--- src/pic_pkg.sv ---
// Package for the prioritized interrupt controller: register map, field layout, sources and timing.
// Assumes an AXI4-Lite master with 32-bit data and a single 125 MHz clock.
package pic_pkg;

    localparam int NUM_SRC = 9;

    // Byte offsets of the register words.
    localparam logic [7:0] OFF_ENABLE_HIGH  = 8'h00;
    localparam logic [7:0] OFF_ENABLE_LOW   = 8'h04;
    localparam logic [7:0] OFF_REQUEST_HIGH = 8'h08;
    localparam logic [7:0] OFF_REQUEST_LOW  = 8'h0c;
    localparam logic [7:0] OFF_STATUS_WORD  = 8'h10;
    localparam logic [7:0] OFF_EDGE_SELECT  = 8'h14;
    localparam logic [7:0] OFF_CONTROL      = 8'h18;
    localparam logic [7:0] OFF_ACCEPT_INFO  = 8'h1c;

    // Source indices in priority order; index 0 ranks highest.
    localparam int SRC_EXT_A    = 0;
    localparam int SRC_EXT_B    = 1;
    localparam int SRC_TIMER_A  = 2;
    localparam int SRC_TIMER_B  = 3;
    localparam int SRC_CONV     = 4;
    localparam int SRC_WATCHDOG = 5;
    localparam int SRC_INTERVAL = 6;
    localparam int SRC_SERIAL   = 7;
    localparam int SRC_BREAK    = 8;

    // Request and enable bits of the high word hold sources 0..3 in bits 7..4; low word sources 4..7.
    localparam int HIGH_BASE_BIT = 4;
    localparam int LOW_BASE_BIT  = 4;

    // Status word fields.
    localparam int STATUS_BREAK_BIT  = 4;
    localparam int STATUS_MASTER_BIT = 2;
    localparam logic [7:0] STATUS_RESET = 8'h00;

    // Edge select: two bits per pin, pin a in [1:0], pin b in [3:2].
    localparam logic [1:0] EDGE_OFF     = 2'h0;
    localparam logic [1:0] EDGE_FALLING = 2'h1;
    localparam logic [1:0] EDGE_RISING  = 2'h2;
    localparam logic [1:0] EDGE_BOTH    = 2'h3;
    localparam logic [7:0] EDGE_RESET   = 8'h00;

    // Control word bits written by the core sequencer.
    localparam int CTL_INSTR_DONE = 0;
    localparam int CTL_RETURN     = 1;
    localparam int CTL_BREAK      = 2;
    localparam int CTL_IRQ_ON     = 3;
    localparam int CTL_IRQ_OFF    = 4;

    // Vector table base and break vector, in program address bytes.
    localparam logic [15:0] VECTOR_BASE   = 16'hffe0;
    localparam logic [15:0] BREAK_VECTOR  = 16'hffde;

    // Acceptance takes eight oscillator periods at the 4 MHz reference.
    localparam int ACCEPT_PERIODS  = 8;
    localparam int OSC_PERIOD_NS   = 250;
    localparam int CLK_PERIOD_NS   = 8;
    localparam int ACCEPT_CYCLES   = (ACCEPT_PERIODS * OSC_PERIOD_NS + CLK_PERIOD_NS - 1) / CLK_PERIOD_NS;
    localparam int STACK_PUSHES    = 3;

    typedef enum logic [1:0] {
        PIC_RESP_OKAY   = 2'h0,
        PIC_RESP_SLVERR = 2'h2
    } pic_resp_t;

    typedef struct packed {
        logic [15:0] vector;
        logic [3:0]  source;
        logic        active;
    } pic_accept_t;

endpackage

--- src/pic_controller.sv ---
// Prioritized interrupt controller with an AXI4-Lite register slave.
// Assumes peripheral event pulses and the core sequencer on ref_clk; external pins are asynchronous.
`timescale 1ns/1ps

module pic_controller #(
    parameter int ACCEPT_LEN = pic_pkg::ACCEPT_CYCLES
) (
    input  wire logic        ref_clk,
    input  wire logic        rst,
    input  wire logic [7:0]  s_axi_awaddr,
    input  wire logic        s_axi_awvalid,
    output logic             s_axi_awready,
    input  wire logic [31:0] s_axi_wdata,
    input  wire logic [3:0]  s_axi_wstrb,
    input  wire logic        s_axi_wvalid,
    output logic             s_axi_wready,
    output logic [1:0]       s_axi_bresp,
    output logic             s_axi_bvalid,
    input  wire logic        s_axi_bready,
    input  wire logic [7:0]  s_axi_araddr,
    input  wire logic        s_axi_arvalid,
    output logic             s_axi_arready,
    output logic [31:0]      s_axi_rdata,
    output logic [1:0]       s_axi_rresp,
    output logic             s_axi_rvalid,
    input  wire logic        s_axi_rready,
    input  wire logic        ext_irq_pin_a,
    input  wire logic        ext_irq_pin_b,
    input  wire logic [1:0]  timer_match,
    input  wire logic        interval_overflow,
    input  wire logic        conversion_done,
    input  wire logic        watchdog_match,
    input  wire logic        serial_done,
    input  wire logic [15:0] return_pc,
    input  wire logic [7:0]  stack_ptr,
    output logic             accept_busy,
    output logic             stack_push,
    output logic [7:0]       stack_push_data,
    output logic [7:0]       stack_push_addr,
    output logic             pc_load,
    output logic [15:0]      pc_load_value,
    output logic [7:0]       processor_status_word
);

    typedef enum logic [2:0] {
        PIC_IDLE,
        PIC_PUSH,
        PIC_WAIT,
        PIC_LOAD,
        PIC_POP
    } pic_state_t;

    localparam int NS = pic_pkg::NUM_SRC;

    logic [NS-1:0] req;
    logic [NS-2:0] enable;
    logic [7:0]    edge_select_reg;
    logic [4:0]    ctl_pulse;
    logic          brk_pending;
    logic [1:0]    pin_a_sync;
    logic [1:0]    pin_b_sync;
    logic [1:0]    pin_prev;
    logic [1:0]    pin_edge;
    logic [NS-1:0] eligible;
    logic [3:0]    winner;
    logic          winner_valid;
    logic [3:0]    accept_src;
    logic [1:0]    push_cnt;
    logic [15:0]   wait_cnt;
    logic [7:0]    saved_stat;
    logic [15:0]   saved_pc;
    pic_state_t    state;
    logic          aw_held;
    logic          w_held;
    logic [7:0]    aw_addr;
    logic [31:0]   w_data;
    logic [3:0]    w_strb;
    logic          wr_fire;
    logic          clear_high;
    logic          clear_low;
    logic [NS-1:0] accept_clear;

    function automatic logic edge_hit(input logic [1:0] mode, input logic prev, input logic now);
        edge_hit = ((mode == pic_pkg::EDGE_RISING || mode == pic_pkg::EDGE_BOTH) && !prev && now) ||
                   ((mode == pic_pkg::EDGE_FALLING || mode == pic_pkg::EDGE_BOTH) && prev && !now);
    endfunction

    function automatic logic [7:0] merge(input logic [7:0] old, input logic [31:0] d, input logic [3:0] s);
        merge = s[0] ? d[7:0] : old;
    endfunction

    function automatic logic [3:0] upper_rev(input logic [7:0] b);
        upper_rev = {b[4], b[5], b[6], b[7]};
    endfunction

    // Pins pass two flops before the edge detector sees them.
    always_ff @(posedge ref_clk or posedge rst) begin
        if (rst) begin
            pin_a_sync <= 2'h0;
            pin_b_sync <= 2'h0;
            pin_prev   <= 2'h0;
        end else begin
            pin_a_sync <= {pin_a_sync[0], ext_irq_pin_a};
            pin_b_sync <= {pin_b_sync[0], ext_irq_pin_b};
            pin_prev   <= {pin_b_sync[1], pin_a_sync[1]};
        end
    end

    always_comb begin
        pin_edge[0] = edge_hit(edge_select_reg[1:0], pin_prev[0], pin_a_sync[1]);
        pin_edge[1] = edge_hit(edge_select_reg[3:2], pin_prev[1], pin_b_sync[1]);
    end

    // AXI write path: address and data taken in either order, response after both.
    assign wr_fire = aw_held && w_held && !s_axi_bvalid;

    always_ff @(posedge ref_clk or posedge rst) begin
        if (rst) begin
            aw_held       <= 1'b0;
            w_held        <= 1'b0;
            aw_addr       <= 8'h00;
            w_data        <= 32'h0000_0000;
            w_strb        <= 4'h0;
            s_axi_awready <= 1'b0;
            s_axi_wready  <= 1'b0;
            s_axi_bvalid  <= 1'b0;
            s_axi_bresp   <= pic_pkg::PIC_RESP_OKAY;
        end else begin
            s_axi_awready <= !aw_held && !s_axi_awready && s_axi_awvalid;
            s_axi_wready  <= !w_held && !s_axi_wready && s_axi_wvalid;
            if (s_axi_awvalid && s_axi_awready) begin
                aw_held <= 1'b1;
                aw_addr <= s_axi_awaddr;
            end
            if (s_axi_wvalid && s_axi_wready) begin
                w_held <= 1'b1;
                w_data <= s_axi_wdata;
                w_strb <= s_axi_wstrb;
            end
            if (wr_fire) begin
                aw_held      <= 1'b0;
                w_held       <= 1'b0;
                s_axi_bvalid <= 1'b1;
                s_axi_bresp  <= (aw_addr[7:2] <= pic_pkg::OFF_CONTROL[7:2] && aw_addr[1:0] == 2'h0)
                              ? pic_pkg::PIC_RESP_OKAY : pic_pkg::PIC_RESP_SLVERR;
            end else if (s_axi_bready && s_axi_bvalid) begin
                s_axi_bvalid <= 1'b0;
            end
        end
    end

    // Enables, edge select and core control strobes.
    always_ff @(posedge ref_clk or posedge rst) begin
        if (rst) begin
            enable          <= '0;
            edge_select_reg <= pic_pkg::EDGE_RESET;
            ctl_pulse       <= 5'h00;
        end else begin
            ctl_pulse <= 5'h00;
            if (wr_fire) begin
                case (aw_addr)
                    pic_pkg::OFF_ENABLE_HIGH: begin
                        enable[3:0] <= upper_rev(merge({enable[0], enable[1], enable[2], enable[3], 4'h0},
                                                       w_data, w_strb));
                    end
                    pic_pkg::OFF_ENABLE_LOW: begin
                        enable[7:4] <= upper_rev(merge({enable[4], enable[5], enable[6], enable[7], 4'h0},
                                                       w_data, w_strb));
                    end
                    pic_pkg::OFF_EDGE_SELECT: begin
                        edge_select_reg <= merge(edge_select_reg, w_data, w_strb);
                    end
                    pic_pkg::OFF_CONTROL: begin
                        ctl_pulse <= w_strb[0] ? w_data[4:0] : 5'h00;
                    end
                    default: begin
                    end
                endcase
            end
        end
    end

    assign clear_high = wr_fire && aw_addr == pic_pkg::OFF_REQUEST_HIGH && w_strb[0];
    assign clear_low  = wr_fire && aw_addr == pic_pkg::OFF_REQUEST_LOW && w_strb[0];

    // Request flags: hardware set wins over a software clear in the same cycle.
    always_ff @(posedge ref_clk or posedge rst) begin
        if (rst) begin
            req <= '0;
        end else begin
            for (int i = 0; i < NS - 1; i++) begin
                if ((i < 4 && clear_high && !w_data[7 - i]) || (i >= 4 && clear_low && !w_data[11 - i])
                    || accept_clear[i]) begin
                    req[i] <= 1'b0;
                end
            end
            req[NS-1] <= 1'b0;
            if (pin_edge[0])        req[pic_pkg::SRC_EXT_A]    <= 1'b1;
            if (pin_edge[1])        req[pic_pkg::SRC_EXT_B]    <= 1'b1;
            if (timer_match[0])     req[pic_pkg::SRC_TIMER_A]  <= 1'b1;
            if (timer_match[1])     req[pic_pkg::SRC_TIMER_B]  <= 1'b1;
            if (conversion_done)    req[pic_pkg::SRC_CONV]     <= 1'b1;
            if (watchdog_match)     req[pic_pkg::SRC_WATCHDOG] <= 1'b1;
            if (interval_overflow)  req[pic_pkg::SRC_INTERVAL] <= 1'b1;
            if (serial_done)        req[pic_pkg::SRC_SERIAL]   <= 1'b1;
        end
    end

    // A break is taken after the first instruction at which no eligible request outranks it, regardless of enables.
    always_ff @(posedge ref_clk or posedge rst) begin
        if (rst) begin
            brk_pending <= 1'b0;
        end else if (ctl_pulse[pic_pkg::CTL_BREAK]) begin
            brk_pending <= 1'b1;
        end else if (state == PIC_IDLE && ctl_pulse[pic_pkg::CTL_INSTR_DONE] && winner == 4'(pic_pkg::SRC_BREAK)) begin
            brk_pending <= 1'b0;
        end
    end

    // Eligibility and fixed-priority pick; the lowest index wins.
    always_comb begin
        for (int i = 0; i < NS - 1; i++) begin
            eligible[i] = req[i] && enable[i] && processor_status_word[pic_pkg::STATUS_MASTER_BIT];
        end
        eligible[NS-1] = brk_pending;
        winner       = 4'h0;
        winner_valid = 1'b0;
        for (int i = NS - 1; i >= 0; i--) begin
            if (eligible[i]) begin
                winner       = 4'(i);
                winner_valid = 1'b1;
            end
        end
    end

    always_comb begin
        accept_clear = '0;
        if (state == PIC_IDLE && winner_valid && ctl_pulse[pic_pkg::CTL_INSTR_DONE]) begin
            accept_clear[winner] = 1'b1;
        end
    end

    // Acceptance sequencer.
    always_ff @(posedge ref_clk or posedge rst) begin
        if (rst) begin
            state                 <= PIC_IDLE;
            processor_status_word <= pic_pkg::STATUS_RESET;
            accept_src            <= 4'h0;
            push_cnt              <= 2'h0;
            wait_cnt              <= 16'h0000;
            saved_stat            <= 8'h00;
            saved_pc              <= 16'h0000;
            accept_busy           <= 1'b0;
            stack_push            <= 1'b0;
            stack_push_data       <= 8'h00;
            stack_push_addr       <= 8'h00;
            pc_load               <= 1'b0;
            pc_load_value         <= 16'h0000;
        end else begin
            stack_push <= 1'b0;
            pc_load    <= 1'b0;
            case (state)
                PIC_IDLE: begin
                    if (ctl_pulse[pic_pkg::CTL_IRQ_ON]) begin
                        processor_status_word[pic_pkg::STATUS_MASTER_BIT] <= 1'b1;
                    end else if (ctl_pulse[pic_pkg::CTL_IRQ_OFF]) begin
                        processor_status_word[pic_pkg::STATUS_MASTER_BIT] <= 1'b0;
                    end
                    if (ctl_pulse[pic_pkg::CTL_RETURN]) begin
                        state       <= PIC_POP;
                        accept_busy <= 1'b1;
                    end else if (winner_valid && ctl_pulse[pic_pkg::CTL_INSTR_DONE]) begin
                        state       <= PIC_PUSH;
                        accept_busy <= 1'b1;
                        accept_src  <= winner;
                        push_cnt    <= 2'h0;
                        wait_cnt    <= 16'h0000;
                        saved_pc    <= return_pc;
                        saved_stat  <= processor_status_word
                                     | ((winner == 4'(pic_pkg::SRC_BREAK)) ? 8'(1 << pic_pkg::STATUS_BREAK_BIT) : 8'h00);
                        processor_status_word[pic_pkg::STATUS_MASTER_BIT] <= 1'b0;
                        processor_status_word[pic_pkg::STATUS_BREAK_BIT]  <= winner == 4'(pic_pkg::SRC_BREAK);
                    end
                end
                PIC_PUSH: begin
                    wait_cnt        <= wait_cnt + 16'h0001;
                    stack_push      <= 1'b1;
                    stack_push_addr <= stack_ptr - 8'(push_cnt);
                    case (push_cnt)
                        2'h0:    stack_push_data <= saved_pc[15:8];
                        2'h1:    stack_push_data <= saved_pc[7:0];
                        default: stack_push_data <= saved_stat;
                    endcase
                    push_cnt <= push_cnt + 2'h1;
                    if (push_cnt == 2'(pic_pkg::STACK_PUSHES - 1)) begin
                        state <= PIC_WAIT;
                    end
                end
                PIC_WAIT: begin
                    wait_cnt <= wait_cnt + 16'h0001;
                    if (wait_cnt >= 16'(ACCEPT_LEN - 2)) begin
                        state <= PIC_LOAD;
                    end
                end
                PIC_LOAD: begin
                    pc_load       <= 1'b1;
                    pc_load_value <= (accept_src == 4'(pic_pkg::SRC_BREAK)) ? pic_pkg::BREAK_VECTOR
                                   : pic_pkg::VECTOR_BASE + {11'h000, accept_src, 1'b0};
                    accept_busy   <= 1'b0;
                    state         <= PIC_IDLE;
                end
                PIC_POP: begin
                    processor_status_word <= saved_stat;
                    pc_load               <= 1'b1;
                    pc_load_value         <= saved_pc;
                    accept_busy           <= 1'b0;
                    state                 <= PIC_IDLE;
                end
                default: begin
                    state <= PIC_IDLE;
                end
            endcase
        end
    end

    // AXI read path.
    always_ff @(posedge ref_clk or posedge rst) begin
        if (rst) begin
            s_axi_arready <= 1'b0;
            s_axi_rvalid  <= 1'b0;
            s_axi_rdata   <= 32'h0000_0000;
            s_axi_rresp   <= pic_pkg::PIC_RESP_OKAY;
        end else begin
            s_axi_arready <= !s_axi_rvalid && !s_axi_arready && s_axi_arvalid;
            if (s_axi_arvalid && s_axi_arready) begin
                s_axi_rvalid <= 1'b1;
                s_axi_rresp  <= pic_pkg::PIC_RESP_OKAY;
                case (s_axi_araddr)
                    pic_pkg::OFF_ENABLE_HIGH:  s_axi_rdata <= {24'h0, enable[0], enable[1], enable[2], enable[3], 4'h0};
                    pic_pkg::OFF_ENABLE_LOW:   s_axi_rdata <= {24'h0, enable[4], enable[5], enable[6], enable[7], 4'h0};
                    pic_pkg::OFF_REQUEST_HIGH: s_axi_rdata <= {24'h0, req[0], req[1], req[2], req[3], 4'h0};
                    pic_pkg::OFF_REQUEST_LOW:  s_axi_rdata <= {24'h0, req[4], req[5], req[6], req[7], 4'h0};
                    pic_pkg::OFF_STATUS_WORD:  s_axi_rdata <= {24'h0, processor_status_word};
                    pic_pkg::OFF_EDGE_SELECT:  s_axi_rdata <= {24'h0, edge_select_reg};
                    pic_pkg::OFF_CONTROL:      s_axi_rdata <= 32'h0000_0000;
                    pic_pkg::OFF_ACCEPT_INFO:  s_axi_rdata <= {27'h0, accept_src, accept_busy};
                    default: begin
                        s_axi_rdata <= 32'h0000_0000;
                        s_axi_rresp <= pic_pkg::PIC_RESP_SLVERR;
                    end
                endcase
            end else if (s_axi_rvalid && s_axi_rready) begin
                s_axi_rvalid <= 1'b0;
            end
        end
    end

endmodule

--- config.mk ---
export PLATFORM = sky130hd
export DESIGN_NAME = pic_controller
export DESIGN_NICKNAME = d
export VERILOG_FILES = /design/src/pic_pkg.sv /design/src/pic_controller.sv
export SDC_FILE = /design/constraint.sdc
export NUM_CORES = 1
export LEC_CHECK = 0
export ABC_AREA = 1
export BUFFER_PORTS_ARGS = -buffer_cell sky130_fd_sc_hd__buf_2
export CAP_MARGIN = 20
export CELL_PAD_IN_SITES_DETAIL_PLACEMENT = 0
export CELL_PAD_IN_SITES_GLOBAL_PLACEMENT = 1
export CORE_UTILIZATION = 40
export DETAILED_ROUTE_END_ITERATION = 7
export PLACE_DENSITY_LB_ADDON = 0.08
export SYNTH_ARGS = -nofsm -noshare
export SYNTH_HDL_FRONTEND = slang
export SYNTH_SLANG_ARGS = --single-unit
export TNS_END_PERCENT = 10
--- constraint.sdc ---
create_clock -name ref_clk -period 6.25 [get_ports ref_clk]
set_clock_uncertainty 0.15 [all_clocks]
set_input_delay 0.9375 -clock ref_clk [delete_from_list [all_inputs] [get_ports ref_clk]]
set_output_delay 0.9375 -clock ref_clk [all_outputs]
set_load 0.05 [all_outputs]
## Word-level counts from Yosys, hierarchy flattened

Cells that the tools add are included.

- Eq/ne operators: 31
- Magnitude comparators: 4
- Bitwise operators: 2
- Reductions and logical operators: 120
- Muxes and demuxes: 81
- $add $sub $neg: 4

Operator list:

| kind | count |
|---|---|
| 16-bit one-hot mux with 2 select lines | 2 |
| 1-bit logical AND | 56 |
| 8-bit one-hot mux with 7 select lines | 1 |
| 8-bit by 5-bit equality test with 1-bit output (second input constant) | 6 |
| 16-bit two-way mux | 3 |
| 1-bit two-way mux | 46 |
| 4-bit two-way mux | 9 |
| 2-bit nonzero test | 18 |
| 8-bit by 4-bit equality test with 1-bit output (second input constant) | 4 |
| 3-bit AND reduction | 8 |
| 5-bit two-way mux | 4 |
| 16-bit by 1-bit adder with 16-bit output (second input constant) | 1 |
| 8-bit by 3-bit equality test with 1-bit output (second input constant) | 2 |
| 16-bit by 8-bit >= comparator with 1-bit output (second input constant) | 1 |
| 8-bit logical NOT | 2 |
| 8-bit one-hot mux with 2 select lines | 1 |
| 1-bit logical NOT | 15 |
| 1-bit logical OR | 14 |
| 3-bit two-way mux | 4 |
| 2-bit equality test (second input constant) | 5 |
| 3-bit one-hot mux with 3 select lines | 1 |
| 4-bit equality test (second input constant) | 2 |
| 2-bit two-way mux | 4 |
| 8-bit two-way mux | 1 |
| 23 further kinds | 32 |

- Output and inout port bits: 84
- Bits in registers: 188
- Word-level logic and storage cells: 286
- Bits of input ports: 91

## Logic depth before layout (Yosys ltp)

Gate-level depths: netlist of run 1.

- Word-level depth: 18
- Mapped depth: 13
- Depth with buffers taken out: 12

## Least setup slack after synthesis of run 1

Ideal clock, no wire load.

- Path type: input to register
- Start: in stack_ptr[1]
- End: reg stack_push_addr[7]
- Required time: 6.017 ns
- Path slack: 4.041 ns
- Setup time: 0.083 ns
- Arrival: 1.976 ns
- Stages: 5
- Buffers on the path: 0
- Cells stage by stage: ha_1 -> a211oi_1 -> nand3_1 -> xor2_1 -> o21ai_0

- Longest elaborated chain between the ends: 1

RTL lines:

| element | RTL line | text |
|---|---|---|
| start, declared | pic_controller.sv:35 | `input wire logic [7:0] stack_ptr,` |
| 8-bit by 2-bit subtractor with 8-bit output | pic_controller.sv:288 | `stack_push_addr <= stack_ptr - 8'(push_cnt);` |
| end signal, assigned | pic_controller.sv:288 |  |
| end, declared | pic_controller.sv:39 | `output logic [7:0] stack_push_addr,` |

No other way between the ends.
A chain may end at the register's enable or synchronous reset.

## Final worst setup path of run 1

- Start: reg processor_status_word[2]
- End: reg wait_cnt[2]

- Longest elaborated chain between the ends: 12
- Elaborated cells on any way between the ends: 19
- Classes of those cells: 1 x eq/ne; 8 x mux; 10 x reduce/logical

RTL lines:

| element | RTL line | text |
|---|---|---|
| start, declared | pic_controller.sv:42 | `output logic [7:0] processor_status_word` |
| start signal, assigned | pic_controller.sv:247 | `processor_status_word <= pic_pkg::STATUS_RESET;` |
| start signal, assigned by index | pic_controller.sv:282 | `processor_status_word[pic_pkg::STATUS_BREAK_BIT] <= winner == 4'(pic_pkg::SRC_BREAK);` |
| start signal, assigned | pic_controller.sv:313 | `processor_status_word <= saved_stat;` |
| 1-bit logical AND | pic_controller.sv:223 | `eligible[i] = req[i] && enable[i] && processor_status_word[pic_pkg::STATUS_MASTER_BIT];` |
| 1-bit two-way mux (7 in a row) | pic_controller.sv:229 | `if (eligible[i]) begin` |
| 1-bit two-way mux * | pic_controller.sv:229 |  |
| 1-bit logical AND * | pic_controller.sv:272 | `end else if (winner_valid && ctl_pulse[pic_pkg::CTL_INSTR_DONE]) begin` |
| 2-bit by 1-bit inequality test with 1-bit output (no source line) * | n/a |  |
| 3-bit AND reduction (no source line) * | n/a |  |
| end signal, assigned | pic_controller.sv:286 | `wait_cnt <= wait_cnt + 16'h0001;` |
| end signal, assigned | pic_controller.sv:300 | `wait_cnt <= wait_cnt + 16'h0001;` |
| end, declared | pic_controller.sv:69 | `logic [15:0] wait_cnt;` |

Mark *: on every way between the ends. The rest lies on a longest branch, timed or not.

==> results by group, run 1 <==
Cells and area
  • Util after Layout: 0.481
  • Top Registers: pc_load_value: 16 flops, saved_pc: 16 flops, wait_cnt: 16 flops
  • Share of cells above drive strength 1: 0.187
  • Design area: around 0.0091 sq mm
  • Antenna cells: 0
  • P&R area growth vs syn: 16.8%
  • Nets: 1137

STA
  • Setup TNS: 0 ps
  • Measured slew at the worst slew-check pin: 1020 ps
  • Endpoints failing hold: 0
  • Fmax: 0.299 GHz
  • Final setup vio count: 0
  • Unrepaired setup endpoints after global routing: no
  • Post-route worst setup slack: approximately 2900 ps
  • Final min period: 3350 ps
  • Final period utilization: 0.536
  • Max transition margin: 0.316
  • Slew Viols, Final: 0

Min path
  • Hold WC Path Type: reg2reg
  • Worst hold path cell count: 0
  • Hold worst-path end: pin_b_sync[1]
  • Hold_sp: pin_b_sync[0]

Power
  • Maximum VDD drop: ~0.23 mV
  • Pleak: 4.54 nW
  • Pwr Total: 3.69 mW
  • PD cells: 407 mW/mm^2

Worst setup path
  • Worst EP required: 6420 ps
  • Worst reg2reg endpoint: wait_cnt[2]
  • Worst reg2reg path depth: 11
  • Type of origin of the critical path: register
  • Worst setup path category: reg2reg
  • Critical Path Fanout Max: 39
  • WP data arrival: roughly 3500 ps
  • R2r startpoint: processor_status_word[2]
  • Crit. End Element: register
  • Worst reg-to-reg setup slack: 2900 ps

GRT
  • Met1 track demand over resource: 0.269
  • GRT Overall Usage: 0.192
  • Met3 usage: 0.0331
  • Vias in the first global route: 5699
  • Global route hottest layer: met2
  • Met2 Usage GRT: 0.300
  • Initial antenna violation count: 0
  • First-pass GRT wire length: 29.7 mm
  • GRT overflow: 0
  • Pin count of the biggest net entering global routing: 111

Clock network
  • PostCTS Resize Cnt: 0
  • Post-CTS setup buffer count: 0
  • TritonCTS buffer count: 17
  • # H-tree levels: 4
  • Clock net sink count: 162
  • Clock-pin slew on the worst setup and hold paths: around 70 ps
  • Cts hold-fix bufs: 0
  • Clock Latency Late Sink: 430 ps
  • CTS tree: done
  • CTS max path bufs: 2
  • Root Driver: clkbuf_16

Logic synthesis
  • Primary FF master, synth: dfrtp_1
  • Post-synth cell types: 47
  • Number of flops mapped to enable cells by yosys: 0
  • Area contributors post-synth: dfrtp_1 (52%), nand2_1 (12%), inv_1 (5.6%)
  • Syn Inst Count: 921
  • Post-Synthesis Cell Area: 0.00776 sq mm
  • YS warnings: 0
  • Post-synth top area cell: dfrtp_1
  • Synth top area share: 0.523
  • Top-count cell post-synth: nand2_1
  • Post-synth top cells: nand2_1 (239), dfrtp_1 (162), inv_1 (116)
  • FFs w/ async S/R, synth: 1.00
  • Register area share after synthesis: 0.523
  • Mapped Avg Cell Area: approximately 8.4 sq um
  • Seq cells post-synth: around 160

Detailed routing
  • First-pass DRT Iterations: 5
  • DRC: 0
  • Iteration-0 DRC Markers: between 300 and 400
  • Total wire length: 18.4 mm
  • Post-route ant nets: 0
  • Vias per std cell: ~4.7
  • Routed wire per std cell: between 10 and 15 um
  • Detailed-route via count: 6197

Status
  • Status: finished clean

Placed design
  • Hpwl dp: 13.1 mm
  • Worst Setup Slack post-DPL: a little under 3000 ps
  • Port Buf Inserts: 121
  • RePlAce Congestion: 0.828
  • Area post-placement: 0.00844 sq mm

Die
  • Initial Util: 0.412
  • Chip Width: 141 um
  • Row Count: 50
  • IO Pins: ~180
  • Chip Height: 141 um
  • Die area: approximately 0.02 sq mm
  • Placeable Area: 0.0188 sq mm

Run
  • Max-Cap Viols: 0
[how the worst max path moves through the flow]
stage	to	slack [ps]	startpoint
after floorplan	accept_busy	790	rst
after global placement	wait_cnt[2]	2870	processor_status_word[2]
after detailed placement	saved_stat[6]	2890	processor_status_word[2]
after CTS	wait_cnt[2]	2860	processor_status_word[2]
after global routing	push_cnt[1]	2620	processor_status_word[2]
final	wait_cnt[2]	2900	processor_status_word[2]
[cell families (layout without fill, tap and decap cells)]
family | Yosys count | in the layout | share of synthesized area
and+or+nand+nor | 420 | 420 | 0.236
buffers and inverters | 172 | 277 | 0.105
DFF | 162 | 162 | 0.523
AOI/OAI and AO/OA | 150 | 150 | 0.113
adders and majority gates | 8 | 8 | 0.0139
xor gates and xnor gates | 8 | 8 | 0.00903
other | 1 | 26 | 0.000483
[layout make-up]
| cell class | instances | area, sq um |
|---|---|---|
| Fill cell | 1912 | 9770 |
| Sequential cell | 162 | 4050 |
| Multi-Input combinational cell | 612 | 2980 |
| Timing Repair Buffer | 123 | 641 |
| Inverter | 122 | 463 |
| Clock buffer | 17 | 425 |
| Tap cell | 260 | 325 |
| Clock inverter | 15 | 168 |
[layout by cell type (no fill, tap or decap), types with 5 or more instances in the layout]
master | Yosys | routed
a21oi_1 | 19 | 19
a2bb2oi_1 | 5 | 5
a31oi_1 | 8 | 8
buf_2 | 4 | 121
clkbuf_16 | 0 | 17
conb_1 | 1 | 26
dfrtp_1 | 162 | 162
ha_1 | 7 | 7
inv_1 | 116 | 115
inv_2 | 5 | 5
inv_6 | 0 | 8
nand2_1 | 239 | 239
nand2_2 | 7 | 7
nand3_1 | 54 | 54
nand3_2 | 6 | 6
nand4_1 | 12 | 12
nor2_1 | 62 | 62
nor3_1 | 16 | 16
o21ai_0 | 76 | 76
o21ai_1 | 11 | 11
o21ai_2 | 12 | 12
o22ai_1 | 5 | 5
or2_2 | 5 | 5
[metrics by stage]
stage	instances	hold slack, ps
3_3_place_gp	1278	184
5_1_grt	1311	207
4_1_cts	1310	205
2_1_floorplan	946	181
3_5_place_dp	1278	189
6_report	1311	201
[worst max-delay path, cell delays in order (launching register included)]
cell and delay, ps:
dfrtp_1 660, nand3_1 300, nand2_1 150, inv_1 60, nand2_2 80, nor2_2 40, nand2_2 90, nand2_2 70
nor2_4 760, inv_2 570, nand3b_1 240, inv_1 50
[per-layer routing]
layer / part of all wire / vias to the layer above
li1: - / 3151
met1: 0.49 / 2876
met2: 0.46 / 148
met3: 0.037 / 22
met4: 0.018 / 0
met5: 0 / -
[where the power goes]
group / leakage, nW / total [mW] / switching, mW / internal [mW]
clock: 0.297 / 1.07 / 0.466 / 0.602
combinational: 2.27 / 1.21 / 0.889 / 0.321
sequential: 1.97 / 1.41 / 0.151 / 1.26
Note: power is estimated with default switching activity, not from simulation.
==> run 2, diff against run 1 <==
==> constraint.sdc (replaced) <==
create_clock -name ref_clk -period 3.1 [get_ports ref_clk]
set_clock_uncertainty 0.15 [all_clocks]
set_input_delay 0.465 -clock ref_clk [delete_from_list [all_inputs] [get_ports ref_clk]]
set_output_delay 0.465 -clock ref_clk [all_outputs]
set_load 0.05 [all_outputs]
==> results by group, run 2 (synthesis gave the netlist of run 1 again) <==
Clock network
  • Clock-pin slew on the worst setup and hold paths: 70 ps (about the same)
  • Root Driver: clkbuf_16
  • CTS max path bufs: 2 (unchanged)
  • Clock Latency Late Sink: 430 ps (about the same)
  • Clock net sink count: 162 (unchanged)
  • CTS tree: done
  • # H-tree levels: 4 (unchanged)
  • TritonCTS buffer count: 17 (unchanged)

GRT
  • GRT Overall Usage: 0.200 (+0.00831)
  • Pin count of the biggest net entering global routing: 57 (-49%)
  • Global route hottest layer: met2
  • First-pass GRT wire length: 31.0 mm (+4.4%)
  • Met3 usage: 0.0337 (+0.000675)
  • Vias in the first global route: 5950 (+4.4%)
  • Initial antenna violation count: 0 (unchanged)
  • Met1 track demand over resource: 0.280 (+0.0119)
  • GRT overflow: 0 (unchanged)
  • Met2 Usage GRT: 0.316 (+0.0156)

Detailed routing
  • Total wire length: 18.8 mm (+2.0%)
  • DRC: 0 (unchanged)
  • Routed wire per std cell: 14.2 um (+0.93%)
  • Detailed-route via count: 6274 (+1.2%)
  • First-pass DRT Iterations: 5 (unchanged)
  • Iteration-0 DRC Markers: 329 (-17%)
  • Vias per std cell: 4.74 (+0.17%)
  • Post-route ant nets: 0 (unchanged)

STA
  • Final setup vio count: 0 (unchanged)
  • Final period utilization: 0.766 (+0.230)
  • Fmax: 0.421 GHz (+41%)
  • Measured slew at the worst slew-check pin: 694 ps (-329 ps)
  • Post-route worst setup slack: 726 ps (-2170 ps)
  • Slew Viols, Final: 0 (unchanged)
  • Max transition margin: 0.534 (+0.217)
  • Setup TNS: 0 ps (unchanged)
  • Endpoints failing hold: 0 (unchanged)
  • Final min period: 2370 ps (-976 ps)
  • Unrepaired setup endpoints after global routing: no

Die
  • Chip Height: 141 um (unchanged)
  • Initial Util: 0.412 (unchanged)
  • Placeable Area: 0.0188 sq mm (unchanged)
  • Row Count: 50 (unchanged)
  • Chip Width: 141 um (unchanged)
  • IO Pins: 175 (unchanged)
  • Die area: 0.0200 sq mm (unchanged)

Cells and area
  • Fin cells: 1325 (+1.1%)
  • P&R area growth vs syn: 18.2%
  • Fillcell total: 1904 (-0.42%)
  • Most common cell after layout, fill and taps aside: nand2_1
  • Share of cells above drive strength 1: 0.195 (+0.00786)
  • Nets: 1151 (+1.2%)
  • Most frequent cells in the layout: nand2_1 (239), dfrtp_1 (162), buf_2 (121), inv_1 (115), o21ai_0 (76)
  • Top Registers: pc_load_value: 16 flops, saved_pc: 16 flops, wait_cnt: 16 flops
  • Antenna cells: 0 (unchanged)
  • Util after Layout: 0.487 (+0.00598)
  • Design area: 0.00917 sq mm (+1.2%)

Worst setup path
  • Worst setup path category: reg2reg
  • Crit. End Element: register
  • Worst reg-to-reg setup slack: 730 ps (-2170 ps)
  • Crit-path most repeated cell: nand2_2
  • Crit-path max cell delay: 560 ps (-200 ps)
  • Critical Path Fanout Max: 36 (-7.7%)
  • R2r startpoint: processor_status_word[2]
  • Type of origin of the critical path: register
  • CP max-delay cell: dfrtp_1
  • Cells along the critical path: nand3_1 -> nand2_1 -> inv_1 -> nand2_2 -> nor2_2 -> nand2_2 -> nand2_2 -> nor2_4 -> inv_2 -> nand3_1 -> nand2_1
  • WP data arrival: 2580 ps (-940 ps)
  • Worst reg2reg endpoint: wait_cnt[13]
  • Worst reg2reg path depth: 11 (unchanged)
  • Worst EP required: 3310 ps (-3110 ps)

Power
  • Maximum VDD drop: 0.374 mV (+60%)
  • Pleak: 4.58 nW (+1.1%)
  • PD cells: 811 mW/mm^2 (+99%)

Placed design
  • Worst Setup Slack post-DPL: 701 ps (-2190 ps)
  • DP Cell Count: 1290 (+0.94%)
  • Port Buf Inserts: 121 (unchanged)
  • RePlAce Congestion: 0.836 (+1.0%)
  • Hpwl dp: 13.7 mm (+4.3%)
  • Area post-placement: 0.00855 sq mm (+1.3%)

Min path
  • Hold WC Path Type: in2reg
  • Hold worst-path end: s_axi_bvalid
  • Hold_sp: s_axi_bready
  • Worst hold path cell count: 2 (+2)

Run
  • Max-Cap Viols: 0 (unchanged)

Status
  • Status: finished clean
## run 2: cell types whose count changed in the layout (fill, tap and decap cells not counted), sizes merged
cell         change
clkinv           -2
bufinv           -1
inv              -1
buf             +11
dlygate4sd3      +3
clkinvlp         +4
## run 2: power breakdown
group          leakage [nW]  internal (mW)  total, mW  switching, mW
clock                 0.280           1.14       2.10          0.960
sequential             1.97           2.54       2.84          0.300
combinational          2.34          0.681       2.49           1.81
## run 2: timing repair
action / in CTS / in global routing
hold buffers: 3 / 0
setup endpoints to repair: 0 / 0
resized for setup: 0 / 0
hold endpoints to repair: 7 / 0
buffers inserted: 0 / 0
## run 2: worst max-delay path, delay by kind of cell, from the launching register on
kind	cells	cell delay, ps
simple gates	9	1030
buf+inv	2	580
flops	1	560
## run 2: cell type report
type                       count  area, sq um  share of cell area
tap                          260          325              0.0355
inverter                     122          462              0.0503
sequential                   162         4050               0.442
multi-input combinational    612         2980               0.325
timing repair buffer         137          758              0.0827
clock inverter                15          164              0.0179
clock buffer                  17          425              0.0464
## run 2: routing by layer
layer  part of all wire  wire length (um)
met1               0.49              9120
met2               0.46              8700
met3              0.038               720
met4              0.013               236
met5                  0                 0
## run 2: per-stage QoR
step | hold WS (ps) | power (mW)
after floorplan | 181 | 4.74
after global placement | 182 | 5.37
after detailed placement | 185 | 5.39
after CTS | 35.0 | 7.51
after global routing | 63.5 | 7.92
final | 46.2 | 7.43
## run 2: worst max path at each step
stage	endpoint	cells after the start	start	slack, ps
6_report	wait_cnt[13]	11	processor_status_word[2]	730
2_1_floorplan	accept_busy	1	rst	430
5_1_grt	push_cnt[1]	11	processor_status_word[2]	430
3_5_place_dp	wait_cnt[13]	11	processor_status_word[2]	700
3_3_place_gp	wait_cnt[6]	11	processor_status_word[2]	740
4_1_cts	wait_cnt[13]	11	processor_status_word[2]	690
==> run 3, diff against run 2 <==
==> constraint.sdc (replaced) <==
create_clock -name ref_clk -period 2.5 [get_ports ref_clk]
set_clock_uncertainty 0.15 [all_clocks]
set_input_delay 0.375 -clock ref_clk [delete_from_list [all_inputs] [get_ports ref_clk]]
set_output_delay 0.375 -clock ref_clk [all_outputs]
set_load 0.05 [all_outputs]
==> results by group, run 3 (synthesis gave the netlist of run 1 again) <==
GRT
  • Pin count of the biggest net entering global routing: 65 (+14%)
  • GRT Overall Usage: 0.199 (-0.000637)
  • Vias in the first global route: 5977 (+0.45%)
  • GRT overflow: 0 (unchanged)
  • First-pass GRT wire length: 30.9 mm (-0.29%)
  • Initial antenna violation count: 0 (unchanged)

Power
  • Pwr Total: 9.24 mW (+24%)
  • Int Power: 5.43 mW (+25%)
  • Pleak: 4.68 nW (+2.2%)
  • PD cells: 981 mW/mm^2 (+21%)
  • Psw: 3.81 mW (+24%)
  • Logic gate share of total power: 0.336 (about the same)
  • Flop pwr share: 0.380 (about the same)
  • Maximum VDD drop: 0.535 mV (+43%)
  • Clock network power share: 0.284 (about the same)
  • Sw frac: 0.412 (-0.00134)

Status
  • Status: finished clean

Die
  • Chip Height: 141 um (unchanged)
  • Row Count: 50 (unchanged)
  • Chip Width: 141 um (unchanged)
  • Die area: 0.0200 sq mm (unchanged)
  • Initial Util: 0.412 (unchanged)
  • Placeable Area: 0.0188 sq mm (unchanged)
  • IO Pins: 175 (unchanged)

Detailed routing
  • Iteration-0 DRC Markers: 373 (+13%)
  • First-pass DRT Iterations: 5 (unchanged)
  • Post-route ant nets: 0 (unchanged)
  • Detailed-route via count: 6256 (-0.29%)
  • Total wire length: 18.5 mm (-1.2%)
  • DRC: 0 (unchanged)
  • Vias per std cell: 4.64 (-2.0%)
  • Routed wire per std cell: 13.8 um (-2.9%)

Clock network
  • Post-CTS setup buffer count: 0 (unchanged)
  • CTS max path bufs: 2 (unchanged)
  • Clock net sink count: 162 (unchanged)
  • CTS tree: done
  • Clock-pin slew on the worst setup and hold paths: 70 ps (about the same)
  • TritonCTS buffer count: 17 (unchanged)
  • Root Driver: clkbuf_16
  • Clock Latency Late Sink: 430 ps (about the same)
  • # H-tree levels: 4 (unchanged)

Placed design
  • Hpwl dp: 13.4 mm (-2.1%)
  • RePlAce Congestion: 0.797 (-4.7%)
  • Port Buf Inserts: 121 (unchanged)
  • Area post-placement: 0.00854 sq mm (about the same)

STA
  • Unrepaired setup endpoints after global routing: no
  • Fmax: 0.477 GHz (+13%)
  • Slew Viols, Final: 0 (unchanged)
  • Endpoints failing hold: 0 (unchanged)
  • Final setup vio count: 0 (unchanged)
  • Max transition margin: 0.548 (+0.0144)
  • Final min period: 2100 ps (-278 ps)
  • Final period utilization: 0.838 (+0.0726)
  • Measured slew at the worst slew-check pin: 673 ps (-21.5 ps)

Cells and area
  • Top Registers: pc_load_value: 16 flops, saved_pc: 16 flops, wait_cnt: 16 flops
  • Design area: 0.00941 sq mm (+2.6%)
  • Share of cells above drive strength 1: 0.190 (-0.00505)
  • Nets: 1174 (+2.0%)
  • Most frequent cells in the layout: nand2_1 (239), dfrtp_1 (162), buf_2 (121), inv_1 (115), o21ai_0 (76)
  • Most common cell after layout, fill and taps aside: nand2_1
  • Antenna cells: 0 (unchanged)
  • P&R area growth vs syn: 21.4%

Min path
  • Hold_sp: timer_match[1]
  • Hold WC Path Type: in2reg

Worst setup path
  • WP data arrival: 2300 ps (-280 ps)
  • Critical Path Fanout Max: 19 (-47%)
  • Worst setup path category: reg2reg
  • Start point of the critical path: processor_status_word[2]
  • R2r startpoint: processor_status_word[2]
  • Type of origin of the critical path: register
  • Worst EP required: 2710 ps (-600 ps)
  • Crit. End Element: register

Run
  • Max-Cap Viols: 0 (unchanged)
run 3: routing by layer:
| metal | vias up | track usage | share of wire |
|---|---|---|---|
| li1 | 3224 | - | - |
| met1 | 2869 | 0.276 | 0.49 |
| met2 | 149 | 0.320 | 0.46 |
| met3 | 14 | 0.0307 | 0.037 |
| met4 | 0 | 0.0641 | 0.010 |
| met5 | - | 0 | 0 |
run 3: layout make-up:
type | count | area [sq um]
tap | 260 | 325
fill | 1872 | 9420
timing repair buffer | 160 | 991
multi-input combinational | 612 | 2980
inverter | 122 | 464
clock inverter | 15 | 170
sequential | 162 | 4050
clock buffer | 17 | 425
run 3: path summary, 6_finish.rpt:
path	to	depth (start not counted)	slack, ps
min	req[3]	3	5
max reg2reg	saved_pc[4]	11	400
min in group asynchronous	wait_cnt[0]	3	340
max	saved_pc[4]	11	400
max in group asynchronous	saved_stat[4]	4	1170
min reg2reg	pin_a_sync[1]	0	200
run 3: power groups by stage:
stage	logic, mW	registers, mW	clock network [mW]
floorplan	1.64	4.24	0
global placement	3.10	3.56	0
detailed placement	3.11	3.56	0
CTS	3.15	3.51	2.68
global route	3.46	3.58	2.81
finish	3.11	3.51	2.62
run 3: critical path, stage by stage (launching register included):
cell	delay (ps)
dfrtp_1	650
nand3_1	180
nand2_1	100
inv_1	70
nand2_2	80
nor2_2	40
nand2_2	80
nand2_2	70
nor2_4	120
buf_4	260
nand2_1	130
o21ai_2	70
run 3: what timing repair did:
action | 4_1_cts | 5_1_grt
hold buffers | 27 | 0
gates resized for setup | 0 | 2
endpoints found under the setup margin | 0 | 2
endpoints found under the hold margin | 40 | 0
run 3: through the flow:
| step | util | setup slack [ps] | cells | setup TNS [ps] | hold slack [ps] |
|---|---|---|---|---|---|
| 2_1_floorplan | - | -81.8 | 946 | -13250 | 181 |
| 4_1_cts | 0.500 | 189 | 1348 | 0 | 0.0384 |
| 3_5_place_dp | 0.454 | 210 | 1289 | 0 | 186 |
| 5_1_grt | 0.500 | 181 | 1348 | 0 | 1.88 |
| 3_3_place_gp | 0.454 | 246 | 1289 | 0 | 185 |
| 6_report | 0.500 | 404 | 1348 | 0 | 5.08 |
